**config.mk**
```make
export PLATFORM = sky130hd
export DESIGN_NAME = drs_top
export DESIGN_NICKNAME = d
export VERILOG_FILES = /design/src/rtl/drs_pkg.sv /design/src/rtl/drs_top.sv /design/src/rtl/drs_pin_filter.sv /design/src/rtl/drs_timer.sv
export SDC_FILE = /design/constraint.sdc
export NUM_CORES = 1
export LEC_CHECK = 0
export BUFFER_PORTS_ARGS = -buffer_cell sky130_fd_sc_hd__buf_4
export CAP_MARGIN = 10
export CORE_UTILIZATION = 25
export DETAILED_ROUTE_END_ITERATION = 8
export HOLD_SLACK_MARGIN = 0.1
export PLACE_DENSITY = 0.46
export SETUP_SLACK_MARGIN = 0.15
export SYNTH_ARGS = -nofsm -noshare
export SYNTH_HDL_FRONTEND = slang
export SYNTH_HIERARCHICAL = 1
export SYNTH_SLANG_ARGS = --single-unit
```
**constraint.sdc**
```tcl
create_clock -name mclk -period 4.9 [get_ports mclk]
set_input_delay 0.49 -clock mclk [delete_from_list [all_inputs] [get_ports mclk]]
set_output_delay 0.49 -clock mclk [all_outputs]
set_load 0.02 [all_outputs]
```
**src/rtl/drs_pkg.sv**
```systemverilog
package drs_pkg;
    // Register byte offsets
    localparam logic [11:0] ADDR_RESET_CTRL = 12'h000;
    localparam logic [11:0] ADDR_CONFIG = 12'h004;
    localparam logic [11:0] ADDR_STATE = 12'h008;

    // Bit positions in reset_control_reg
    localparam int BIT_SW_EN = 6;
    localparam int BIT_CM = 5;
    localparam int BIT_PWR = 1;
    localparam int BIT_BOD = 0;

    // Reset values of the sticky flags and the software enable
    localparam logic RST_SW_EN = 1'b1;
    localparam logic RST_CM = 1'b1;
    localparam logic RST_PWR = 1'b0;
    localparam logic RST_BOD = 1'b0;

    // Brown-out enable configurations
    localparam logic [1:0] BOD_EN_OFF = 2'h0;
    localparam logic [1:0] BOD_EN_SW = 2'h1;
    localparam logic [1:0] BOD_EN_AWAKE = 2'h2;
    localparam logic [1:0] BOD_EN_ON = 2'h3;

    // Brown-out power modes
    localparam logic [1:0] BOD_PWR_HIGH = 2'h0;
    localparam logic [1:0] BOD_PWR_MEDIUM = 2'h1;
    localparam logic [1:0] BOD_PWR_LOW = 2'h2;
    localparam logic [1:0] BOD_PWR_ZERO = 2'h3;

    // Timing
    localparam int CLK_PERIOD_NS = 50;
    localparam int INTERNAL_OSC_PERIOD_NS = 32000;
    localparam int OSC_DIV_CYCLES = INTERNAL_OSC_PERIOD_NS / CLK_PERIOD_NS;
    localparam int POWERUP_TIMER_TICKS = 2048;
    localparam int POWERUP_TIMER_WIDTH = 11;
    localparam int OST_CYCLES = 1024;
    localparam int PLL_LOCK_NS = 2000000;
    localparam int PLL_LOCK_CYCLES = PLL_LOCK_NS / CLK_PERIOD_NS;
    localparam int PIN_FILTER_CYCLES = 4;

    typedef struct packed {
        logic pinEnable;
        logic pllEnable;
        logic oscCrystal;
        logic [1:0] powerSel;
        logic [1:0] levelSel;
        logic [1:0] enableCfg;
        logic pwrtDisableN;
    } drs_cfg_t;

    localparam drs_cfg_t CFG_RST = 10'h000;

    typedef enum logic [5:0] {
        ST_HOLD = 6'h01,
        ST_LOAD = 6'h02,
        ST_POWERUP_TIMER = 6'h04,
        ST_OST = 6'h08,
        ST_PLL = 6'h10,
        ST_RUN = 6'h20
    } drs_state_t;
endpackage

```
**src/rtl/drs_top.sv**
```systemverilog
// Summary of operation
// - low external pin resets; short pulses filtered
// - pin never driven; input only
// - pin disabled becomes plain digital input
// - power-on clears power flag; never hardware-set
// - two-bit field picks brown-out power mode
// - brown-out resets device without re-arming power-on
// - zero-power mode re-arms power-on; no reset until supply recovers, then power-on reset
// - enable config off, software, awake, always
// - software enable acts only in config 01
// - trip level from configuration only
// - brown-out flag cleared on brown-out, or on power-on while detector enabled
// - config 10 disables detection during sleep
// - shadow mismatch resets and clears mismatch flag
// - hard resets reload configuration words
// - 11-bit power-up timer holds reset
// - power-up timer runs only when enable low
// - power-up timer first, then oscillator timer
// - crystal modes wait 1024 oscillator cycles
// - PLL lock time-out follows oscillator timer
`timescale 1ns/1ps
module drs_top #(
    parameter int PIN_FILTER = drs_pkg::PIN_FILTER_CYCLES,
    parameter int POWERUP_TIMER_LEN = drs_pkg::POWERUP_TIMER_TICKS,
    parameter int OST_LEN = drs_pkg::OST_CYCLES,
    parameter int PLL_LEN = drs_pkg::PLL_LOCK_CYCLES,
    parameter int OSC_DIV = drs_pkg::OSC_DIV_CYCLES
) (
    input wire logic mclk, // 20 MHz clock
    input wire logic rst_n, // Async reset, active low
    input wire logic psel, // APB select
    input wire logic penable, // APB enable
    input wire logic pwrite, // APB direction
    input wire logic [11:0] paddr, // APB byte address
    input wire logic [31:0] pwdata, // APB write data
    output logic [31:0] prdata, // APB read data
    output logic pready, // APB ready
    output logic pslverr, // APB error
    input wire logic ext_reset_n_pin, // External reset pin level
    input wire logic porDetect, // Power-on detector, high = pulse
    input wire logic brownoutDetect, // Supply below trip level
    input wire logic watchdogReset, // Watchdog reset pulse
    input wire logic sleepMode, // Device is in sleep
    input wire drs_pkg::drs_cfg_t nvmConfig, // Configuration words in memory
    input wire drs_pkg::drs_cfg_t nvmShadow, // Complementary shadow copy
    output logic coreReset, // Core held in reset
    output logic extPinOe, // Pin output enable
    output logic extPinIn, // Pin as digital input
    output logic brownoutEnable, // Detector enable
    output logic [1:0] brownoutPower, // Detector power mode
    output logic [1:0] brownoutLevel // Detector trip level
);
    drs_pkg::drs_state_t state_q;
    drs_pkg::drs_state_t state_d;
    drs_pkg::drs_cfg_t cfg_q;
    logic cfgValid_q;
    logic powerUp_q;
    logic rearm_q;
    logic swEn_q;
    logic cmFlag_q;
    logic pwrFlag_q;
    logic bodFlag_q;
    logic bodEn_q;
    logic coreReset_q;
    logic extPinOe_q;
    logic extPinIn_q;
    logic [1:0] bodPower_q;
    logic [1:0] bodLevel_q;
    logic [31:0] prdata_q;
    logic pready_q;
    logic pslverr_q;
    logic [15:0] oscDiv_q;

    logic pinLevel;
    logic pinLow;
    logic bodSync;
    logic porSync;
    logic pwrtDone;
    logic ostDone;
    logic pllDone;

    drs_pin_filter #(.CYCLES(PIN_FILTER), .WIDTH(8)) u_pin (
        .mclk(mclk),
        .rst_n(rst_n),
        .pinRaw(ext_reset_n_pin),
        .level(pinLevel),
        .lowSeen(pinLow)
    );

    drs_pin_filter #(.CYCLES(1), .WIDTH(2)) u_bod (
        .mclk(mclk),
        .rst_n(rst_n),
        .pinRaw(!brownoutDetect),
        .level(),
        .lowSeen(bodSync)
    );

    drs_pin_filter #(.CYCLES(1), .WIDTH(2)) u_por (
        .mclk(mclk),
        .rst_n(rst_n),
        .pinRaw(!porDetect),
        .level(),
        .lowSeen(porSync)
    );

    // Internal oscillator rate as a one-cycle enable
    wire oscTick = (oscDiv_q == 16'(OSC_DIV - 1));

    always_ff @(posedge mclk or negedge rst_n) begin
        if (!rst_n) begin
            oscDiv_q <= 16'h0000;
        end else begin
            oscDiv_q <= oscTick ? 16'h0000 : oscDiv_q + 16'h0001;
        end
    end

    // Reset sources
    wire pinRst = pinLow && cfg_q.pinEnable;
    wire zeroMode = (cfg_q.powerSel == drs_pkg::BOD_PWR_ZERO);
    wire bodActive = bodSync && bodEn_q;
    wire borRst = bodActive && !zeroMode;
    wire rearmFire = rearm_q && !bodSync;
    wire porEvt = porSync || rearmFire;
    // No compare while held or loading: the stale copy would keep the sequence in reset forever
    wire cmArmed = cfgValid_q && (state_q != drs_pkg::ST_HOLD) && (state_q != drs_pkg::ST_LOAD);
    wire cmRst = cmArmed && (cfg_q != ~nvmShadow);
    wire holdSrc = pinRst || borRst || porSync;
    wire anyRst = holdSrc || rearmFire || watchdogReset || cmRst;

    // Detector enable from the enable configuration
    wire cfgSw = (cfg_q.enableCfg == drs_pkg::BOD_EN_SW);
    wire bodEn_d = (cfg_q.enableCfg == drs_pkg::BOD_EN_ON) ||
        ((cfg_q.enableCfg == drs_pkg::BOD_EN_AWAKE) && !sleepMode) ||
        (cfgSw && swEn_q);

    // Release sequence
    // The words load on the edge that leaves ST_LOAD, so that state decides from memory
    wire drs_pkg::drs_cfg_t seqCfg = (state_q == drs_pkg::ST_LOAD) ? nvmConfig : cfg_q;
    wire goPwrt = powerUp_q && !seqCfg.pwrtDisableN;
    wire goOst = powerUp_q && seqCfg.oscCrystal;
    wire goPll = powerUp_q && seqCfg.pllEnable;

    always_comb begin
        state_d = state_q;
        unique case (state_q)
            drs_pkg::ST_HOLD: begin
                if (!holdSrc) begin
                    state_d = drs_pkg::ST_LOAD;
                end
            end
            drs_pkg::ST_LOAD: begin
                if (goPwrt) begin
                    state_d = drs_pkg::ST_POWERUP_TIMER;
                end else if (goOst) begin
                    state_d = drs_pkg::ST_OST;
                end else if (goPll) begin
                    state_d = drs_pkg::ST_PLL;
                end else begin
                    state_d = drs_pkg::ST_RUN;
                end
            end
            drs_pkg::ST_POWERUP_TIMER: begin
                if (pwrtDone) begin
                    state_d = goOst ? drs_pkg::ST_OST : (goPll ? drs_pkg::ST_PLL : drs_pkg::ST_RUN);
                end
            end
            drs_pkg::ST_OST: begin
                if (ostDone) begin
                    state_d = goPll ? drs_pkg::ST_PLL : drs_pkg::ST_RUN;
                end
            end
            drs_pkg::ST_PLL: begin
                if (pllDone) begin
                    state_d = drs_pkg::ST_RUN;
                end
            end
            drs_pkg::ST_RUN: begin
                state_d = drs_pkg::ST_RUN;
            end
        endcase
        if (anyRst) begin
            state_d = drs_pkg::ST_HOLD;
        end
    end

    drs_timer #(.LIMIT(POWERUP_TIMER_LEN), .WIDTH(drs_pkg::POWERUP_TIMER_WIDTH)) u_powerup_timer (
        .mclk(mclk),
        .rst_n(rst_n),
        .run(state_q == drs_pkg::ST_POWERUP_TIMER),
        .tick(oscTick),
        .done(pwrtDone)
    );

    drs_timer #(.LIMIT(OST_LEN), .WIDTH(11)) u_ost (
        .mclk(mclk),
        .rst_n(rst_n),
        .run(state_q == drs_pkg::ST_OST),
        .tick(1'b1),
        .done(ostDone)
    );

    drs_timer #(.LIMIT(PLL_LEN), .WIDTH(17)) u_pll (
        .mclk(mclk),
        .rst_n(rst_n),
        .run(state_q == drs_pkg::ST_PLL),
        .tick(1'b1),
        .done(pllDone)
    );

    // APB decode; one wait state so that read data come from a register
    wire apbAcc = psel && penable && !pready_q;
    wire selCtrl = (paddr == drs_pkg::ADDR_RESET_CTRL);
    wire selCfg = (paddr == drs_pkg::ADDR_CONFIG);
    wire selState = (paddr == drs_pkg::ADDR_STATE);
    wire mapped = selCtrl || selCfg || selState;
    wire ctrlWr = apbAcc && pwrite && selCtrl;
    wire swEnView = swEn_q && cfgSw;
    wire [31:0] ctrlView = {25'h0, swEnView, cmFlag_q, 3'h0, pwrFlag_q, bodFlag_q};
    wire [31:0] cfgView = {22'h0, cfg_q};
    wire [31:0] stateView = {24'h000000, bodEn_q, cfgValid_q, state_q};
    wire [31:0] rdMux = selCtrl ? ctrlView : (selCfg ? cfgView : (selState ? stateView : 32'h0));

    // Flag and enable updates: a hardware clear, or the power-on reload of the software enable, wins over a software write
    wire pwrFlag_d = porEvt ? 1'b0 : (ctrlWr ? pwdata[drs_pkg::BIT_PWR] : pwrFlag_q);
    wire bodFlag_d = (bodEn_q && (borRst || porEvt)) ? 1'b0 :
        (ctrlWr ? pwdata[drs_pkg::BIT_BOD] : bodFlag_q);
    wire cmFlag_d = cmRst ? 1'b0 : (ctrlWr ? pwdata[drs_pkg::BIT_CM] : cmFlag_q);
    wire swEn_d = porEvt ? drs_pkg::RST_SW_EN : (ctrlWr ? pwdata[drs_pkg::BIT_SW_EN] : swEn_q);

    always_ff @(posedge mclk or negedge rst_n) begin
        if (!rst_n) begin
            pwrFlag_q <= drs_pkg::RST_PWR;
            bodFlag_q <= drs_pkg::RST_BOD;
            cmFlag_q <= drs_pkg::RST_CM;
            swEn_q <= drs_pkg::RST_SW_EN;
        end else begin
            pwrFlag_q <= pwrFlag_d;
            bodFlag_q <= bodFlag_d;
            cmFlag_q <= cmFlag_d;
            swEn_q <= swEn_d;
        end
    end

    always_ff @(posedge mclk or negedge rst_n) begin
        if (!rst_n) begin
            pready_q <= 1'b0;
            pslverr_q <= 1'b0;
            prdata_q <= 32'h00000000;
        end else begin
            pready_q <= apbAcc;
            pslverr_q <= apbAcc && !mapped;
            prdata_q <= (apbAcc && !pwrite) ? rdMux : 32'h00000000;
        end
    end

    // Configuration reload; a hard or power reset passes ST_LOAD every time
    always_ff @(posedge mclk or negedge rst_n) begin
        if (!rst_n) begin
            cfg_q <= drs_pkg::CFG_RST;
            cfgValid_q <= 1'b0;
        end else if (state_q == drs_pkg::ST_LOAD) begin
            cfg_q <= nvmConfig;
            cfgValid_q <= 1'b1;
        end
    end

    // Power-up marker and re-arm of the power-on path
    always_ff @(posedge mclk or negedge rst_n) begin
        if (!rst_n) begin
            powerUp_q <= 1'b1;
            rearm_q <= 1'b0;
        end else begin
            powerUp_q <= porEvt || (powerUp_q && state_q != drs_pkg::ST_RUN);
            // Recovery counts as power-on only in zero-power mode; brown-out keeps the power flag
            rearm_q <= (bodActive && zeroMode) || (rearm_q && bodSync);
        end
    end

    always_ff @(posedge mclk or negedge rst_n) begin
        if (!rst_n) begin
            state_q <= drs_pkg::ST_HOLD;
            coreReset_q <= 1'b1;
            bodEn_q <= 1'b0;
            extPinOe_q <= 1'b0;
            extPinIn_q <= 1'b1;
            bodPower_q <= drs_pkg::BOD_PWR_HIGH;
            bodLevel_q <= 2'h0;
        end else begin
            state_q <= state_d;
            coreReset_q <= (state_d != drs_pkg::ST_RUN);
            bodEn_q <= bodEn_d;
            extPinOe_q <= 1'b0;
            extPinIn_q <= cfg_q.pinEnable ? 1'b1 : pinLevel;
            bodPower_q <= cfg_q.powerSel;
            bodLevel_q <= cfg_q.levelSel;
        end
    end

    assign prdata = prdata_q;
    assign pready = pready_q;
    assign pslverr = pslverr_q;
    assign coreReset = coreReset_q;
    assign extPinOe = extPinOe_q;
    assign extPinIn = extPinIn_q;
    assign brownoutEnable = bodEn_q;
    assign brownoutPower = bodPower_q;
    assign brownoutLevel = bodLevel_q;
endmodule

```
**src/rtl/drs_pin_filter.sv**
```systemverilog
`timescale 1ns/1ps
module drs_pin_filter #(
    parameter int CYCLES = 4,
    parameter int WIDTH = 8
) (
    input wire logic mclk, // Clock
    input wire logic rst_n, // Async reset, active low
    input wire logic pinRaw, // Asynchronous level
    output logic level, // Synchronised level
    output logic lowSeen // Low for at least CYCLES cycles
);
    logic meta_q;
    logic sync_q;
    logic [WIDTH-1:0] lowCnt_q;
    logic lowSeen_q;
    wire cntFull = (lowCnt_q == WIDTH'(CYCLES - 1));
    wire [WIDTH-1:0] lowCnt_d = sync_q ? '0 : (cntFull ? lowCnt_q : lowCnt_q + WIDTH'(1));

    // A glitch shorter than CYCLES restarts the count and never reaches lowSeen
    always_ff @(posedge mclk or negedge rst_n) begin
        if (!rst_n) begin
            meta_q <= 1'b1;
            sync_q <= 1'b1;
            lowCnt_q <= '0;
            lowSeen_q <= 1'b0;
        end else begin
            meta_q <= pinRaw;
            sync_q <= meta_q;
            lowCnt_q <= lowCnt_d;
            lowSeen_q <= !sync_q && (cntFull || lowSeen_q);
        end
    end

    assign level = sync_q;
    assign lowSeen = lowSeen_q;
endmodule

```
**src/rtl/drs_timer.sv**
```systemverilog
`timescale 1ns/1ps
module drs_timer #(
    parameter int LIMIT = 1024,
    parameter int WIDTH = 11
) (
    input wire logic mclk, // Clock
    input wire logic rst_n, // Async reset, active low
    input wire logic run, // Count while high, clear while low
    input wire logic tick, // Count enable
    output logic done // Last tick of the interval
);
    logic [WIDTH-1:0] cnt_q;
    wire atEnd = (cnt_q == WIDTH'(LIMIT - 1));

    always_ff @(posedge mclk or negedge rst_n) begin
        if (!rst_n) begin
            cnt_q <= '0;
        end else if (!run) begin
            cnt_q <= '0;
        end else if (tick && !atEnd) begin
            cnt_q <= cnt_q + WIDTH'(1);
        end
    end

    assign done = run && tick && atEnd;
endmodule

```
==> results_dict.tcl <==
set metrics [dict create \
    end_kind "flip-flop" \
    cts.path.max_buffers 2 \
    grt_use_met1_pct 16.5 \
    gp_congestion 0.762 \
    drt_iter0_markers 305 \
    layout_common_cells "dfrtp_1, buf_4, nor2_1" \
    met3_usage_pct 2.90 \
    syn_area_um2 6140 \
    stdcell_count 1014 \
    final.setup.tns_ns 0 \
    cp_max_fo 12 \
    wire_per_inst_um 13.9 \
    ant_nets 0 \
    cts_sinks 118 \
    insertedDiodeCount 0 \
    drv_slew 0 \
    rsz0062_at_grt "false" \
    die_h_um 159 \
    synthCells 608 \
    hp-class "input port to flip-flop" \
    cts_made_buffers 17 \
    grt_antenna_before_repair 0 \
    p_leak_nw 3.24 \
    worstSetupStartpointType "flip-flop" \
    die_w_um 159 \
    critPathMaxStageDelay_ns 0.65 \
    setup_viol 0 \
    fmax_mhz 289 \
    areaGrowthSynthToFinish_pct 21.6 \
    ff_latch_area_um2 2970 \
    relSlewSlack_pct 40.6 \
    multi_input_area_um2 2920 \
    core_um2 24200 \
    grt_max_degree 70 \
    grt_pass1_wl_mm 24.0 \
    synth_compound_area_share_pct 11.4 \
    synth_top_family_by_area "simple AND/OR/NAND/NOR gates" \
    synth-xor-area-share_pct 5.27 \
    port_buffers 64 \
    drc 2 \
    synth-seq-area-share_pct 48.3 \
    max-vdd-ir-drop_mv 0.229 \
    synth_enable_flop_cells 0 \
    wirelength_mm 14.1 \
    row_count 57 \
    grt-busiest-layer "met2" \
    gr-total-overflow 0 \
    period_minus_slack_ns 3.46 \
    synth.area.mux_share_pct 3.99 \
    final_common_cell "dfrtp_1" \
    viasPerCell 4.51 \
    status "complete, but fails checks" \
    use_met2_pct 18.0 \
    fin_nets 759 \
    drive_gt1_share_pct 20.6 \
    design.die.area_um2 25200 \
    clock_latency_ns 0.42 \
    synth_top_flop_cell "dfrtp_1" \
    fin_skew_ns 0.00921 \
    grt_pass1_vias 4507 \
    synth_simple_gate_area_share_pct 23.5 \
    hold_viol_final 0 \
    cp.required_ns 5.24 \
    final_util_pct 30.9 \
    ys_types 79 \
    violations "design-rule violations" \
    grtUsageTotal_pct 11.9 \
    placed_cells 981 \
    fin_crit_sh_pct 70.6 \
    postSynthAreaPerCell_um2 10.1 \
    htreeDepth 4 \
    finalPower_mw 2.70 \
    fillers 2529 \
    start_util_pct 25.4 \
    crit_slowest_cell "or4b_2" \
    yosys_register_bits 118 \
    io_pins 116 \
    synthAdderAreaFrac_pct 1.63 \
    cap_violations 0 \
    tritoncts "yes" \
    clk_pin_slew_ns 0.06 \
    async_reset_ff_share_pct 100 \
    cp.arrival_ns 3.80 \
    path_cells "or4b_2 -> nor3_1 -> and3_1 -> and2_1 -> nand3_1 -> nor3_1 -> nand3_1 -> and2_4 -> a221o_1 -> a31o_1" \
    worstMarginPinSlew_ns 0.891 \
    power.density_nw_per_um2 361 \
    dr.pass1.iters 6 \
    yosys_warnings 6 \
    root_buffer "clkbuf_16" \
    dr_total_vias 4574 \
    crit_type "flip-flop to flip-flop" \
    dp_hpwl_mm 9.89 \
]
## report_power, final
part / leakage [nW] / internal, mW / switching (mW)
registers: 1.55 / 1.06 / 0.0987
clock network: 0.275 / 0.755 / 0.482
logic: 1.42 / 0.146 / 0.160
## path summary, 6_finish.rpt
kind / cells past startpoint / to / from / slack [ns]
worst max register to register: 10 / coreReset / oscDiv_q[8] / 1.44
max in group asynchronous: 3 / u_powerup_timer/cnt_q[1] / rst_n / 3.37
min in group asynchronous: 2 / u_ost/cnt_q[7] / rst_n / 0.44
worst max-delay path: 10 / coreReset / oscDiv_q[8] / 1.44
worst min-delay path: 2 / u_por/meta_q / porDetect / 0.17
worst min register to register: 0 / u_por/level / u_por/meta_q / 0.36
## flip-flops by register name (all words and copies together), names as in the netlist, 2 cells and up
signal / count
brownoutLevel: 2
brownoutPower: 2
cfgView: 10
oscDiv_q: 16
prdata: 10
state_q: 6
u_bod/lowCnt_q: 2
u_ost/cnt_q: 11
u_pin/lowCnt_q: 8
u_pll/cnt_q: 17
u_por/lowCnt_q: 2
u_powerup_timer/cnt_q: 11
## critical path: cells and delay by family (launching register included)
family             cells  cell delay, ns
AOI/OAI and AO/OA      2            0.57
DFF                    1            0.44
and+or+nand+nor        8            2.36
## final cells by class
class                   instances  share of cell area, %
clock buffers                  19                   5.80
clock inverters                13                   1.99
inverters                      23                   1.16
multi-input cells             450                   39.1
flip-flops and latches        118                   39.7
well taps                     324                   5.43
repair buffers                 67                   6.77
## what timing repair did
| action | 4_1_cts | 5_1_grt |
|---|---|---|
| setup buffers | 0 | 0 |
| hold buffers | 1 | 0 |
| gates resized for setup | 0 | 0 |
| hold endpoints to repair | 6 | 0 |
## metal layers
metal | routed length, um | vias to the layer above
met5 | 0 | -
met4 | 135 | 0
met3 | 396 | 13
met2 | 6600 | 64
met1 | 6920 | 2220
li1 | - | 2277
## through the flow
stage / setup slack [ns] / cell area (um^2) / hold slack, ns
floorplan: 1.68 / 6240 / 0.194
global placement: 1.54 / 6880 / 0.335
detailed placement: 1.49 / 6880 / 0.327
CTS: 1.47 / 7470 / 0.146
global route: 1.21 / 7470 / 0.152
finish: 1.44 / 7470 / 0.174
## cells in the mapped netlist (all sizes together), types with 11 or more instances
master | instances | area share, %
o21ai | 22 | 1.8
and3 | 17 | 1.8
buf | 29 | 3.4
nor4 | 15 | 1.5
nand2 | 38 | 2.3
xor2 | 16 | 2.3
nand4 | 21 | 2.8
dfrtp | 106 | 43
nor2 | 55 | 3.4
and2 | 11 | 1.2
inv | 23 | 1.4
nand3 | 27 | 2.3
clkbuf | 14 | 0.88
mux2i | 14 | 2.3
dfstp | 12 | 5.1
nor2b | 15 | 1.5
xnor2 | 21 | 3.0
nor3 | 14 | 1.3
a21oi | 19 | 1.5
## cell families after synthesis
logic type | Yosys count
AOI/OAI and AO/OA | 99
xor gates and xnor gates | 37
adders and majority gates | 8
buffers and inverters | 66
DFF | 118
muxes | 23
other | 2
and+or+nand+nor | 255
(Power assumes the default switching activity.)
